==> config.mk <==
export PLATFORM = sky130hd
export DESIGN_NAME = pmcs_top
export DESIGN_NICKNAME = d
export VERILOG_FILES = /design/src/hdl/pmcs_pkg.sv /design/src/hdl/pmcs_osc_sense.sv /design/src/hdl/pmcs_top.sv
export SDC_FILE = /design/constraint.sdc
export NUM_CORES = 1
export LEC_CHECK = 0
export BUFFER_PORTS_ARGS = -buffer_cell sky130_fd_sc_hd__buf_2
export CAP_MARGIN = 20
export CORE_UTILIZATION = 48
export CTS_BUF_LIST = sky130_fd_sc_hd__clkbuf_16
export DETAILED_ROUTE_END_ITERATION = 16
export PLACE_DENSITY = 0.78
export SLEW_MARGIN = 30
export SYNTH_ARGS = -nofsm -noshare
export SYNTH_HDL_FRONTEND = slang
export SYNTH_SLANG_ARGS = --single-unit
export TNS_END_PERCENT = 20
==> constraint.sdc <==
create_clock -name I_MCLK -period 1.9 [get_ports I_MCLK]
set_input_delay 0.19 -clock I_MCLK [delete_from_list [all_inputs] [get_ports I_MCLK]]
set_output_delay 0.19 -clock I_MCLK [all_outputs]
set_load 0.01 [all_outputs]
==> src/hdl/pmcs_pkg.sv <==
/*
 Constants for the power mode clock switcher: register map,
 field positions, reset values, source codes and switch counts.
 Assumes an APB master with 32-bit data and byte addresses.
*/
package pmcs_pkg;

   // ------------------------------------------------------------
   // Register map
   // ------------------------------------------------------------
   localparam logic [7:0] PMCS_OSC_CTRL_OFS = 8'h00;
   localparam logic [7:0] PMCS_SEC_TMR_OFS  = 8'h04;
   localparam logic [7:0] PMCS_PRI_CFG_OFS  = 8'h08;
   localparam logic [7:0] PMCS_STATUS_OFS   = 8'h0C;

   // ------------------------------------------------------------
   // Field positions
   // ------------------------------------------------------------
   localparam int PMCS_IDLE_BIT     = 7;
   localparam int PMCS_FREQ_LSB     = 4;
   localparam int PMCS_PRI_RDY_BIT  = 3;
   localparam int PMCS_FAST_STB_BIT = 2;
   localparam int PMCS_SEC_ACT_BIT  = 6;
   localparam int PMCS_SEC_EN_BIT   = 3;
   localparam int PMCS_ST_CPU_BIT   = 2;
   localparam int PMCS_ST_PER_BIT   = 3;
   localparam int PMCS_ST_BUSY_BIT  = 4;

   // ------------------------------------------------------------
   // Reset values
   // ------------------------------------------------------------
   localparam logic [2:0] PMCS_FREQ_RST    = 3'h4;
   localparam logic [3:0] PMCS_PRI_CFG_RST = 4'h2;

   // ------------------------------------------------------------
   // Source codes and primary configurations
   // ------------------------------------------------------------
   localparam logic [1:0] PMCS_SRC_PRI  = 2'h0;
   localparam logic [1:0] PMCS_SRC_SEC  = 2'h1;
   localparam logic [1:0] PMCS_SRC_INT  = 2'h2;
   localparam logic [1:0] PMCS_SRC_NONE = 2'h3;
   localparam logic [3:0] PMCS_CFG_XTAL_MAX = 4'h2;
   localparam logic [3:0] PMCS_CFG_INTERNAL = 4'h8;

   // ------------------------------------------------------------
   // Counts
   // ------------------------------------------------------------
   localparam int PMCS_OST_CYCLES = 1024;
   localparam int PMCS_OUT_EDGES  = 2;
   localparam int PMCS_IN_EDGES   = 3;

endpackage

==> src/hdl/pmcs_osc_sense.sv <==
/*
 Two-flop synchroniser with rising edge detect.
 Assumes the input is asynchronous to I_MCLK and, for a clock,
 well below half the I_MCLK rate.
*/
`timescale 1ns/1ps
`default_nettype none
module pmcs_osc_sense
(
   // Clock and reset
   input  wire logic i_clk,
   input  wire logic i_rst_b,
   // Raw level
   input  wire logic i_level,
   // Synchronised level and rise pulse
   output var  logic o_level,
   output var  logic o_rise
);

   logic meta_reg;
   logic sync_reg;
   logic last_reg;

   // Two stages, then a history flop for the edge
   always_ff @(posedge i_clk or negedge i_rst_b)
   begin
      if (!i_rst_b)
      begin
         meta_reg <= 1'b0;
         sync_reg <= 1'b0;
         last_reg <= 1'b0;
      end
      else
      begin
         meta_reg <= i_level;
         sync_reg <= meta_reg;
         last_reg <= sync_reg;
      end
   end

   // Only the second stage and later are read
   assign o_level = sync_reg;
   assign o_rise  = sync_reg & ~last_reg;

endmodule
`default_nettype wire

==> src/hdl/pmcs_top.sv <==
/*
 Power mode clock switcher: APB registers, run/idle/sleep
 sequencing, glitch-free source switching except the direct jump to internal at two-speed start-up, and status flags.
 Assumes oscillators arrive as raw pins and that the sleep
 and wake pulses come from logic on I_MCLK.
*/
`timescale 1ns/1ps
`default_nettype none
module pmcs_top
#(
   parameter int OST_CYCLES = pmcs_pkg::PMCS_OST_CYCLES
)
(
   // Clock and reset
   input  wire logic        I_MCLK,
   input  wire logic        I_RST_B,
   // APB slave
   input  wire logic        I_PSEL,
   input  wire logic        I_PENABLE,
   input  wire logic        I_PWRITE,
   input  wire logic [7:0]  I_PADDR,
   input  wire logic [31:0] I_PWDATA,
   output var  logic [31:0] O_PRDATA,
   output var  logic        O_PREADY,
   output var  logic        O_PSLVERR,
   // Core events
   input  wire logic        I_SLEEP_EXEC,
   input  wire logic        I_WAKE,
   // Oscillator pins and status pins
   input  wire logic        I_PRI_OSC,
   input  wire logic        I_SEC_OSC,
   input  wire logic        I_INT_OSC,
   input  wire logic        I_SEC_OSC_RUNNING,
   input  wire logic        I_FAST_OSC_STABLE,
   input  wire logic        I_TWO_SPEED_EN,
   // Clock control
   output var  logic [1:0]  O_CLK_SEL,
   output var  logic        O_CPU_CLK_EN,
   output var  logic        O_PERIPH_CLK_EN,
   output var  logic        O_PRI_OSC_EN
);

   // ------------------------------------------------------------
   // Declarations
   // ------------------------------------------------------------
   typedef enum logic [2:0] {ST_RUN, ST_WAIT, ST_OUT, ST_IN, ST_IDLE, ST_SLEEP} pmcs_state_t;

   // Elaboration check: the start-up counter is 16 bits wide
   if (OST_CYCLES < 1 || OST_CYCLES > 65535)
   begin
      $error("OST_CYCLES out of range");
   end

   pmcs_state_t state_reg;
   pmcs_state_t state_next;
   logic [1:0]  sel_reg;
   logic [1:0]  new_src_reg;
   logic [1:0]  cnt_reg;
   logic [1:0]  boot_reg;
   logic        idle_sel_reg;
   logic [2:0]  freq_reg;
   logic [1:0]  src_sel_reg;
   logic        sec_en_reg;
   logic [3:0]  pri_cfg_reg;
   logic        pri_rdy_reg;
   logic        fast_stb_reg;
   logic        sec_act_reg;
   logic [15:0] ost_cnt_reg;
   logic        ost_done_reg;
   logic [1:0]  target;
   logic        target_ready;
   logic        old_rise;
   logic        new_rise;
   logic        pri_rise;
   logic        sec_rise;
   logic        int_rise;
   logic        sec_running;
   logic        fast_stable;
   logic        two_speed;
   logic        wr_en;
   logic        rd_en;
   logic        boot_done;
   logic [31:0] rd_data;
   logic        addr_ok;

   // ------------------------------------------------------------
   // Pin synchronisers
   // ------------------------------------------------------------
   pmcs_osc_sense u_pri (.i_clk(I_MCLK), .i_rst_b(I_RST_B), .i_level(I_PRI_OSC),
                         .o_level(), .o_rise(pri_rise));
   pmcs_osc_sense u_sec (.i_clk(I_MCLK), .i_rst_b(I_RST_B), .i_level(I_SEC_OSC),
                         .o_level(), .o_rise(sec_rise));
   pmcs_osc_sense u_int (.i_clk(I_MCLK), .i_rst_b(I_RST_B), .i_level(I_INT_OSC),
                         .o_level(), .o_rise(int_rise));
   pmcs_osc_sense u_srun (.i_clk(I_MCLK), .i_rst_b(I_RST_B), .i_level(I_SEC_OSC_RUNNING),
                          .o_level(sec_running), .o_rise());
   pmcs_osc_sense u_fstb (.i_clk(I_MCLK), .i_rst_b(I_RST_B), .i_level(I_FAST_OSC_STABLE),
                          .o_level(fast_stable), .o_rise());
   pmcs_osc_sense u_boot (.i_clk(I_MCLK), .i_rst_b(I_RST_B), .i_level(I_TWO_SPEED_EN),
                          .o_level(two_speed), .o_rise());

   // ------------------------------------------------------------
   // Source decode
   // ------------------------------------------------------------
   function automatic logic src_edge(input logic [1:0] src, input logic p, input logic s,
                                     input logic i);
      case (src)
         pmcs_pkg::PMCS_SRC_PRI: src_edge = p;
         pmcs_pkg::PMCS_SRC_SEC: src_edge = s;
         pmcs_pkg::PMCS_SRC_INT: src_edge = i;
         default:                src_edge = 1'b0;
      endcase
   endfunction

   // Select field decode and readiness of the wanted source
   always_comb
   begin
      target = src_sel_reg[1] ? pmcs_pkg::PMCS_SRC_INT : {1'b0, src_sel_reg[0]};
      case (new_src_reg)
         pmcs_pkg::PMCS_SRC_PRI: target_ready = ost_done_reg;
         pmcs_pkg::PMCS_SRC_SEC: target_ready = sec_running;
         default:                target_ready = 1'b1;
      endcase
      old_rise = src_edge(sel_reg, pri_rise, sec_rise, int_rise);
      new_rise = src_edge(new_src_reg, pri_rise, sec_rise, int_rise);
   end

   assign boot_done = (boot_reg == 2'h3);

   // ------------------------------------------------------------
   // Mode sequencer
   // ------------------------------------------------------------
   always_comb
   begin
      state_next = state_reg;
      case (state_reg)
         ST_RUN:
         begin
            if (I_SLEEP_EXEC)
               state_next = idle_sel_reg ? ST_IDLE : ST_SLEEP;
            else if (boot_done && target != sel_reg)
            begin
               if (target == pmcs_pkg::PMCS_SRC_SEC && !sec_en_reg)
                  state_next = ST_RUN;
               else if (target == pmcs_pkg::PMCS_SRC_PRI && !ost_done_reg)
                  state_next = ST_WAIT;
               else
                  state_next = ST_OUT;
            end
         end
         ST_WAIT:
         begin
            if (target != new_src_reg)
               state_next = ST_RUN;
            else if (target_ready)
               state_next = ST_OUT;
         end
         ST_OUT:
         begin
            if (sel_reg == pmcs_pkg::PMCS_SRC_NONE ||
                (old_rise && cnt_reg == 2'(pmcs_pkg::PMCS_OUT_EDGES - 1)))
               state_next = ST_IN;
         end
         ST_IN:
         begin
            if (target_ready && new_rise && cnt_reg == 2'(pmcs_pkg::PMCS_IN_EDGES - 1))
               state_next = ST_RUN;
         end
         ST_IDLE:
         begin
            if (I_WAKE)
               state_next = ST_RUN;
         end
         ST_SLEEP:
         begin
            if (I_WAKE)
               state_next = ST_IN;
         end
         default: state_next = ST_RUN;
      endcase
   end

   // State, selected source and switch edge counter
   always_ff @(posedge I_MCLK or negedge I_RST_B)
   begin
      if (!I_RST_B)
      begin
         state_reg   <= ST_RUN;
         sel_reg     <= pmcs_pkg::PMCS_SRC_PRI;
         new_src_reg <= pmcs_pkg::PMCS_SRC_PRI;
         cnt_reg     <= 2'h0;
         boot_reg    <= 2'h0;
      end
      else
      begin
         state_reg <= state_next;
         if (!boot_done)
            boot_reg <= boot_reg + 2'h1;
         if (boot_reg == 2'h2 && two_speed)
         begin
            sel_reg     <= pmcs_pkg::PMCS_SRC_INT;
            new_src_reg <= pmcs_pkg::PMCS_SRC_INT;
         end
         if (state_reg == ST_RUN && state_next != ST_RUN && state_next != ST_IDLE)
            new_src_reg <= target;
         if (state_next == ST_SLEEP)
            sel_reg <= pmcs_pkg::PMCS_SRC_NONE;
         if (state_reg != state_next)
            cnt_reg <= 2'h0;
         else if ((state_reg == ST_OUT && old_rise) ||
                  (state_reg == ST_IN && new_rise && target_ready))
            cnt_reg <= cnt_reg + 2'h1;
         if (state_reg == ST_OUT && state_next == ST_IN)
            sel_reg <= pmcs_pkg::PMCS_SRC_NONE;
         if (state_reg == ST_IN && state_next == ST_RUN)
            sel_reg <= new_src_reg;
      end
   end

   // ------------------------------------------------------------
   // Primary start-up timer
   // ------------------------------------------------------------
   always_ff @(posedge I_MCLK or negedge I_RST_B)
   begin
      if (!I_RST_B)
      begin
         ost_cnt_reg  <= 16'(OST_CYCLES);
         ost_done_reg <= 1'b1;
      end
      else if (!O_PRI_OSC_EN || (boot_reg == 2'h2 && two_speed))
      begin
         ost_cnt_reg  <= 16'h0000;
         ost_done_reg <= 1'b0;
      end
      else if (pri_cfg_reg > pmcs_pkg::PMCS_CFG_XTAL_MAX)
         ost_done_reg <= 1'b1;
      else if (!ost_done_reg && pri_rise)
      begin
         ost_cnt_reg  <= ost_cnt_reg + 16'h0001;
         ost_done_reg <= (ost_cnt_reg == 16'(OST_CYCLES - 1));
      end
   end

   // ------------------------------------------------------------
   // Clock control outputs
   // ------------------------------------------------------------
   always_ff @(posedge I_MCLK or negedge I_RST_B)
   begin
      if (!I_RST_B)
      begin
         O_CLK_SEL       <= pmcs_pkg::PMCS_SRC_PRI;
         O_CPU_CLK_EN    <= 1'b1;
         O_PERIPH_CLK_EN <= 1'b1;
         O_PRI_OSC_EN    <= 1'b1;
      end
      else
      begin
         O_CLK_SEL       <= sel_reg;
         O_CPU_CLK_EN    <= sel_reg != pmcs_pkg::PMCS_SRC_NONE &&
                            state_reg != ST_IDLE && state_reg != ST_SLEEP;
         O_PERIPH_CLK_EN <= sel_reg != pmcs_pkg::PMCS_SRC_NONE &&
                            state_reg != ST_SLEEP;
         O_PRI_OSC_EN    <= state_reg != ST_SLEEP &&
                            (sel_reg == pmcs_pkg::PMCS_SRC_PRI ||
                             (state_reg != ST_RUN && state_reg != ST_IDLE &&
                              new_src_reg == pmcs_pkg::PMCS_SRC_PRI));
      end
   end

   // ------------------------------------------------------------
   // Clock status flags
   // ------------------------------------------------------------
   always_ff @(posedge I_MCLK or negedge I_RST_B)
   begin
      if (!I_RST_B)
      begin
         pri_rdy_reg  <= 1'b1;
         fast_stb_reg <= 1'b0;
         sec_act_reg  <= 1'b0;
      end
      else
      begin
         pri_rdy_reg  <= sel_reg == pmcs_pkg::PMCS_SRC_PRI;
         sec_act_reg  <= sel_reg == pmcs_pkg::PMCS_SRC_SEC;
         fast_stb_reg <= fast_stable && freq_reg != 3'h0 &&
                         (sel_reg == pmcs_pkg::PMCS_SRC_INT ||
                          (sel_reg == pmcs_pkg::PMCS_SRC_PRI &&
                           pri_cfg_reg == pmcs_pkg::PMCS_CFG_INTERNAL));
      end
   end

   // ------------------------------------------------------------
   // APB slave
   // ------------------------------------------------------------
   assign wr_en = I_PSEL & I_PENABLE & O_PREADY & I_PWRITE;
   assign rd_en = I_PSEL & ~I_PENABLE;

   // Read mux
   always_comb
   begin
      rd_data = 32'h0000_0000;
      addr_ok = 1'b1;
      case (I_PADDR)
         pmcs_pkg::PMCS_OSC_CTRL_OFS:
         begin
            rd_data[pmcs_pkg::PMCS_IDLE_BIT]     = idle_sel_reg;
            rd_data[pmcs_pkg::PMCS_FREQ_LSB+:3]  = freq_reg;
            rd_data[pmcs_pkg::PMCS_PRI_RDY_BIT]  = pri_rdy_reg;
            rd_data[pmcs_pkg::PMCS_FAST_STB_BIT] = fast_stb_reg;
            rd_data[1:0]                         = src_sel_reg;
         end
         pmcs_pkg::PMCS_SEC_TMR_OFS:
         begin
            rd_data[pmcs_pkg::PMCS_SEC_ACT_BIT] = sec_act_reg;
            rd_data[pmcs_pkg::PMCS_SEC_EN_BIT]  = sec_en_reg;
         end
         pmcs_pkg::PMCS_PRI_CFG_OFS: rd_data[3:0] = pri_cfg_reg;
         pmcs_pkg::PMCS_STATUS_OFS:
         begin
            rd_data[1:0]                        = sel_reg;
            rd_data[pmcs_pkg::PMCS_ST_CPU_BIT]  = O_CPU_CLK_EN;
            rd_data[pmcs_pkg::PMCS_ST_PER_BIT]  = O_PERIPH_CLK_EN;
            rd_data[pmcs_pkg::PMCS_ST_BUSY_BIT] = state_reg != ST_RUN;
         end
         default: addr_ok = 1'b0;
      endcase
   end

   // No wait state: answer prepared in setup, given in the first access cycle
   always_ff @(posedge I_MCLK or negedge I_RST_B)
   begin
      if (!I_RST_B)
      begin
         O_PREADY  <= 1'b0;
         O_PSLVERR <= 1'b0;
         O_PRDATA  <= 32'h0000_0000;
      end
      else
      begin
         O_PREADY  <= rd_en;
         O_PSLVERR <= rd_en & ~addr_ok;
         if (rd_en)
            O_PRDATA <= I_PWRITE ? 32'h0000_0000 : rd_data;
      end
   end

   // Software fields; the sequencer never writes them
   always_ff @(posedge I_MCLK or negedge I_RST_B)
   begin
      if (!I_RST_B)
      begin
         idle_sel_reg <= 1'b0;
         freq_reg     <= pmcs_pkg::PMCS_FREQ_RST;
         src_sel_reg  <= pmcs_pkg::PMCS_SRC_PRI;
         sec_en_reg   <= 1'b0;
         pri_cfg_reg  <= pmcs_pkg::PMCS_PRI_CFG_RST;
      end
      else if (wr_en)
      begin
         case (I_PADDR)
            pmcs_pkg::PMCS_OSC_CTRL_OFS:
            begin
               idle_sel_reg <= I_PWDATA[pmcs_pkg::PMCS_IDLE_BIT];
               freq_reg     <= I_PWDATA[pmcs_pkg::PMCS_FREQ_LSB+:3];
               src_sel_reg  <= I_PWDATA[1:0];
            end
            pmcs_pkg::PMCS_SEC_TMR_OFS: sec_en_reg <= I_PWDATA[pmcs_pkg::PMCS_SEC_EN_BIT];
            pmcs_pkg::PMCS_PRI_CFG_OFS: pri_cfg_reg <= I_PWDATA[3:0];
            default: ;
         endcase
      end
   end

   // ------------------------------------------------------------
   // Checks
   // ------------------------------------------------------------
   sleep_stop_a: assert property (@(posedge I_MCLK) disable iff (!I_RST_B)
      state_reg == ST_RUN && I_SLEEP_EXEC && !idle_sel_reg |-> ##2 !O_CPU_CLK_EN && !O_PERIPH_CLK_EN)
      else $error("sleep left clocks running");
   idle_keep_a: assert property (@(posedge I_MCLK) disable iff (!I_RST_B)
      state_reg == ST_RUN && I_SLEEP_EXEC && idle_sel_reg && sel_reg != pmcs_pkg::PMCS_SRC_NONE
      |-> ##2 !O_CPU_CLK_EN && O_PERIPH_CLK_EN)
      else $error("idle gating wrong");
   run_clocks_a: assert property (@(posedge I_MCLK) disable iff (!I_RST_B)
      state_reg == ST_RUN && sel_reg != pmcs_pkg::PMCS_SRC_NONE |=> O_CPU_CLK_EN && O_PERIPH_CLK_EN)
      else $error("run state not clocking");
   switch_in_a: assert property (@(posedge I_MCLK) disable iff (!I_RST_B)
      state_reg == ST_IN && state_next == ST_RUN |-> new_rise && cnt_reg == 2'h2)
      else $error("incoming edge count wrong");
   gate_gap_a: assert property (@(posedge I_MCLK) disable iff (!I_RST_B)
      state_reg == ST_OUT && state_next == ST_IN |=> sel_reg == pmcs_pkg::PMCS_SRC_NONE ##1
      O_CLK_SEL == pmcs_pkg::PMCS_SRC_NONE && !O_CPU_CLK_EN)
      else $error("sources overlap");
   pri_flag_a: assert property (@(posedge I_MCLK) disable iff (!I_RST_B)
      sel_reg == pmcs_pkg::PMCS_SRC_PRI |=> pri_rdy_reg && !sec_act_reg)
      else $error("primary flag wrong");
   sec_flag_a: assert property (@(posedge I_MCLK) disable iff (!I_RST_B)
      $rose(sel_reg == pmcs_pkg::PMCS_SRC_SEC) |=> sec_act_reg && !pri_rdy_reg)
      else $error("secondary flag wrong");
   sec_refuse_a: assert property (@(posedge I_MCLK) disable iff (!I_RST_B)
      state_reg == ST_RUN && boot_done && !I_SLEEP_EXEC && !sec_en_reg &&
      target == pmcs_pkg::PMCS_SRC_SEC |=> state_reg == ST_RUN && $stable(sel_reg))
      else $error("secondary entered while disabled");
   ost_wait_a: assert property (@(posedge I_MCLK) disable iff (!I_RST_B)
      O_PRI_OSC_EN && pri_cfg_reg <= pmcs_pkg::PMCS_CFG_XTAL_MAX &&
      ost_cnt_reg < 16'(OST_CYCLES) |-> !ost_done_reg)
      else $error("primary ready too early");

endmodule
`default_nettype wire

-- Word-level counts from Yosys, hierarchy flattened
Index checks and enable logic that the tools add are counted.
- flip-flop bits (word level): 96
- word-level logic and storage cells: 172
- add/subtract/negate cells: 3
- $lt $le $gt $ge: 1
- equal/unequal tests: 30
- multiplexer cells: 37
- bitwise gates (word level): 13
- reductions and logical operators: 51
- operators by type and width (cell ; count):
    $mux 16 ; 3
    $logic_and 1x1->1 ; 24
    $mux 3 ; 8
    $mux 2 ; 10
    $pmux 3 s6 ; 1
    $add 16x1->16 const B ; 1
    $eq 16x10->1 const B ; 1
    $eq 8x4->1 const B ; 2
    $eq 2x2->1 const B ; 6
    $reduce_bool 3->1 ; 4
    $eq 3x2->1 const B ; 3
    $eq 3x3->1 const B ; 3
    $ne 3x3->1 const B ; 3
    $pmux 3 s3 ; 1
    $and 1x1->1 ; 8
    $eq 2x1->1 const B ; 4
    $eq 8x3->1 const B ; 1
    $logic_not 8->1 ; 1
    $mux 8 ; 1
    $reduce_and 2->1 ; 4
    $mux 1 ; 7
    $logic_not 2->1 ; 3
    $logic_not 3->1 ; 2
    $pmux 1 s2 ; 3
    other kinds (15) ; 31

-- Longest topological paths before layout
- word-level depth: 12
- depth in mapped cells: 7
- mapped depth without buffers: 7

-- Hierarchy
Synthesis repeated with hierarchy kept, for this count alone.
- cells, all modules: 350
- area total of the unflattened synthesis: 3751.1 um^2
- by module, submodules not included (module ; times used ; cells each ; area each (um^2) ; sequential area each (um^2)):
    pmcs_top ; 1 ; 326 ; 3218.1 ; 1436.4
    pmcs_osc_sense ; 6 ; 4 ; 88.8 ; 75.1

-- Least setup slack after synthesis
Ideal clock, no wire load.
- path type: reg2reg
- from: reg state_reg[1]
- to: reg new_src_reg[0]
- arrival: 1895 ps
- path slack: -123 ps
- stages on the path, launching flop included: 8
- path buffers: 1
- cells stage by stage: dfrtp_1 -> buf_6 -> or3_4 -> a2111oi_2 -> a22o_2 -> inv_2 -> a21oi_2 -> mux2_1
- word-level cells in the longest chain between the ends: 7
- elaborated cells on any way between the ends: 21
- those cells by class: eq/ne: 6; mux: 10; reduce/logical: 5
- RTL lines (element ; RTL line ; RTL):
    start: declaration ; pmcs_top.sv:54 ; pmcs_state_t state_reg;
    start signal: assignment ; pmcs_top.sv:196 ; state_reg <= state_next;
    $mux 3, on equally long branches ; pmcs_top.sv:155, pmcs_top.sv:141 ;
    $mux 3, on equally long branches ; pmcs_top.sv:153, pmcs_top.sv:139 ;
    $pmux 3 s6 ; pmcs_top.sv:136 ; case (state_reg)
    $reduce_bool 3->1 ; pmcs_top.sv:204 ; if (state_reg == ST_RUN && state_next != ST_RUN && state_next != ST_IDLE)
    $logic_and 1x1->1 ; pmcs_top.sv:204 ;
    $logic_and 1x1->1 * ; pmcs_top.sv:204 ;
    $mux 2 or $reduce_bool 2->1 (tied branches) ; n/a ;
    end signal: assignment ; pmcs_top.sv:190 ; new_src_reg <= pmcs_pkg::PMCS_SRC_PRI;
    end signal: assignment ; pmcs_top.sv:202 ; new_src_reg <= pmcs_pkg::PMCS_SRC_INT;
    end signal: assignment ; pmcs_top.sv:205 ; new_src_reg <= target;
    end: declaration ; pmcs_top.sv:57 ; logic [1:0] new_src_reg;
Mark *: on every way between the ends. The rest lies on a longest branch, timed or not.
A chain may end at the register's enable or synchronous reset.

-- Worst setup path in the final report
- from: reg state_reg[1]
- to: reg new_src_reg[1]
Same word-level chain as after synthesis.

==> impl_metrics.csv <==
group,metric,value,unit
clock_tree,clk_pin_slew,0.06,ns
global_routing,grt_max_degree,63,
sta,worstMarginPinSlew,0.604,ns
sta,setup_viol,3,
placed_design,place_congestion,0.955,
yosys,netlist_area,0.00364,mm^2
route,drtIter0Drc,171,
worst_setup_path,cp.arrival,2.17,ns
sta,hold_viol,0,
floorplan,start_util,0.499,
worst_setup_path,startpoint_type,"flop",
clock_tree,cts_inserted_buffers,9,
yosys,yosys-top-cells-area,"dfrtp_1 (44%), dfstp_2 (5.8%), buf_4 (5.0%)",
yosys,syn-instance-count,341,
worst_setup_path,crit_type,"reg -> reg",
clock_tree,cts.sinks,72,
sta,fmax,511,MHz
layout,area.growth.synth_to_final,24.8,%
global_routing,track_usage,0.212,
yosys,yosysTopAreaCellShare,0.440,
yosys,synth_edf_count,0,
floorplan,rows,31,
yosys,synth_common_cells,"dfrtp_1 (64), nor2_1 (30), nand2_1 (28)",
route,drc,0,
route,antenna_left,0,
yosys,synth_top_area_cell,"dfrtp_1",
global_routing,antenna_found_initial,0,
yosys,yosysWarnings,0,
floorplan,die_w,89.1,um
clock_tree,cts_tree,"yes",
placed_design,place_ws,-0.0600,ns
yosys,yosysSeqAreaShare,0.498,
global_routing,overflow,0,
clock_tree,htreeDepth,3,
worst_setup_path,path_buf_inv,1,
route,wl_per_cell,15.1,um
clock_tree,worstSkewPairLatency,0.33,ns
placed_design,dp.final_hpwl,5.19,mm
worst_setup_path,path_cells,"or3_4 > a2111oi_4 > a22o_2 > inv_2 > a21oi_4 > mux2_4",
global_routing,grt_pass1_wl,12.8,mm
sta,min_period,1.96,ns
run,drv_cap,0,
yosys,synth.distinct_cells,68,
yosys,avgSynthCellArea,10.7,um^2
layout,largest_reg_flops,16,
pwr,powerDensity,1040,mW/mm^2
sta,skew,0.00734,ns
layout,regArea,0.00181,mm^2
yosys,synthArstFlopShare,1.00,
sta,timing.final.crit_share,1.03,
clock_tree,cts_buffer_depth,2,
placed_design,dpl_cell_area,0.00408,mm^2
layout,multi_input_area,0.00173,mm^2
sta,rsz0062_at_grt,"yes",
worst_setup_path,cpMaxStageDelayCell,"or3_4",
worst_setup_path,crit_family,"compound AO/OA/AOI/OAI gates",
status,status,"complete, but fails checks",
route,drt-total-wl,7.94,mm
floorplan,die_h,89.1,um
route,first_pass_iters,6,
yosys,yosysMostFrequentCell,"dfrtp_1",
worst_setup_path,max_stage_delay,0.42,ns
placed_design,portBuffers,43,
worst_setup_path,regToRegSetupSlack,-0.06,ns
layout,diodes,0,
yosys,ys_ff_latch,72,
route,num_vias,2873,
sta,max_slew_margin,0.596,
floorplan,coreArea,0.00729,mm^2
status,violations,"negative setup slack",
pwr,power_leakage,2.09,nW
layout,stdcell_area,0.00454,mm^2
worst_setup_path,worstPathMaxFanout,3,
clock_tree,root_buffer,"clkbuf_16",
worst_hold_path,hold_class,"in -> reg",
layout,nets,480,
yosys,synth_top_flop_cell,"dfrtp_1",
floorplan,num_io_pins,92,
sta,timing.final.max_slew_violations,0,
layout,fill_cells,566,
sta,setup_slack,-0.0577,ns
layout,post_route_cells_drive_above_1_share,0.356,
worst_setup_path,cp-end-kind,"flop",
pwr,ir_drop,0.570,mV
route,routed_via_density,5.46,
global_routing,grt_pass1_vias,2694,
floorplan,dieArea,0.00794,mm^2
worst_setup_path,required,2.11,ns
## per-stage QoR
stage | util | cells | hold WS (ns) | TNS (ns) | power (mW)
6_report | 0.623 | 526 | 0.0917 | -0.142 | 4.70
5_1_grt | 0.623 | 526 | 0.0996 | -0.764 | 4.91
4_1_cts | 0.612 | 526 | 0.0914 | -0.236 | 4.58
3_5_place_dp | 0.559 | 501 | 0.0888 | -0.164 | 2.90
3_3_place_gp | 0.559 | 501 | 0.0817 | -0.0375 | 2.87
2_1_floorplan | - | 364 | -0.106 | -0.0361 | 2.59
## placed cells by master (no fill, tap or decap), drive strengths merged, types with 10 or more instances in the layout
| master | instances |
|---|---|
| nor2 | 30 |
| o21ai | 15 |
| mux2 | 18 |
| inv | 10 |
| buf | 77 |
| dfrtp | 64 |
| nand2 | 28 |
| conb | 24 |
| a21oi | 17 |
## per-layer routing
layer / vias to the layer above / GRT usage / part of all wire
met3: 27 / 0.0388 / 0.058
met1: 1394 / 0.275 / 0.43
met2: 127 / 0.348 / 0.49
met5: - / 0 / 0
met4: 0 / 0.0967 / 0.026
li1: 1325 / - / -
## layout make-up
| cell class | instances | share of cell area |
|---|---|---|
| clock inverters | 7 | 0.0138 |
| multi-input cells | 245 | 0.380 |
| well taps | 99 | 0.0273 |
| repair buffers | 84 | 0.122 |
| clock buffers | 9 | 0.0496 |
| flip-flops and latches | 72 | 0.399 |
| inverters | 10 | 0.00827 |
## logic make-up after synthesis
kind of cell | after synthesis | synth area share
adders and majority gates | 5 | 0.0172
xor gates and xnor gates | 13 | 0.0313
AOI/OAI and AO/OA | 58 | 0.111
muxes | 21 | 0.0674
buffers and inverters | 47 | 0.0849
DFF | 72 | 0.498
other | 1 | 0.00103
and+or+nand+nor | 124 | 0.189
## where the power goes
part           switching (mW)  internal, mW  leakage (nW)  total [mW]
clock network           0.610          1.00         0.138        1.61
registers               0.111          1.69         0.907        1.80
logic                   0.724         0.567          1.05        1.29
## final timing paths
check / from / to / cells after the start
worst max-delay path: state_reg[1] / new_src_reg[1] / 6
worst min-delay path: I_PWDATA[4] / freq_reg[0] / 2
worst max register to register: state_reg[1] / new_src_reg[1] / 6
worst min register to register: u_boot.meta_reg / u_boot.o_level / 0
max in group asynchronous: I_RST_B / ost_cnt_reg[10] / 3
min in group asynchronous: I_RST_B / ost_cnt_reg[3] / 2
## timing repair
| item | 4_1_cts | 5_1_grt |
|---|---|---|
| gates resized for setup | 4 | 16 |
| pin swaps | 8 | 4 |
| buffers inserted | 2 | 0 |
| hold endpoints to repair | 16 | 0 |
| hold buffers | 7 | 0 |
| setup endpoints to repair | 8 | 12 |
| gates cloned | 0 | 0 |
No activity file was read; power rests on OpenSTA's default activity.
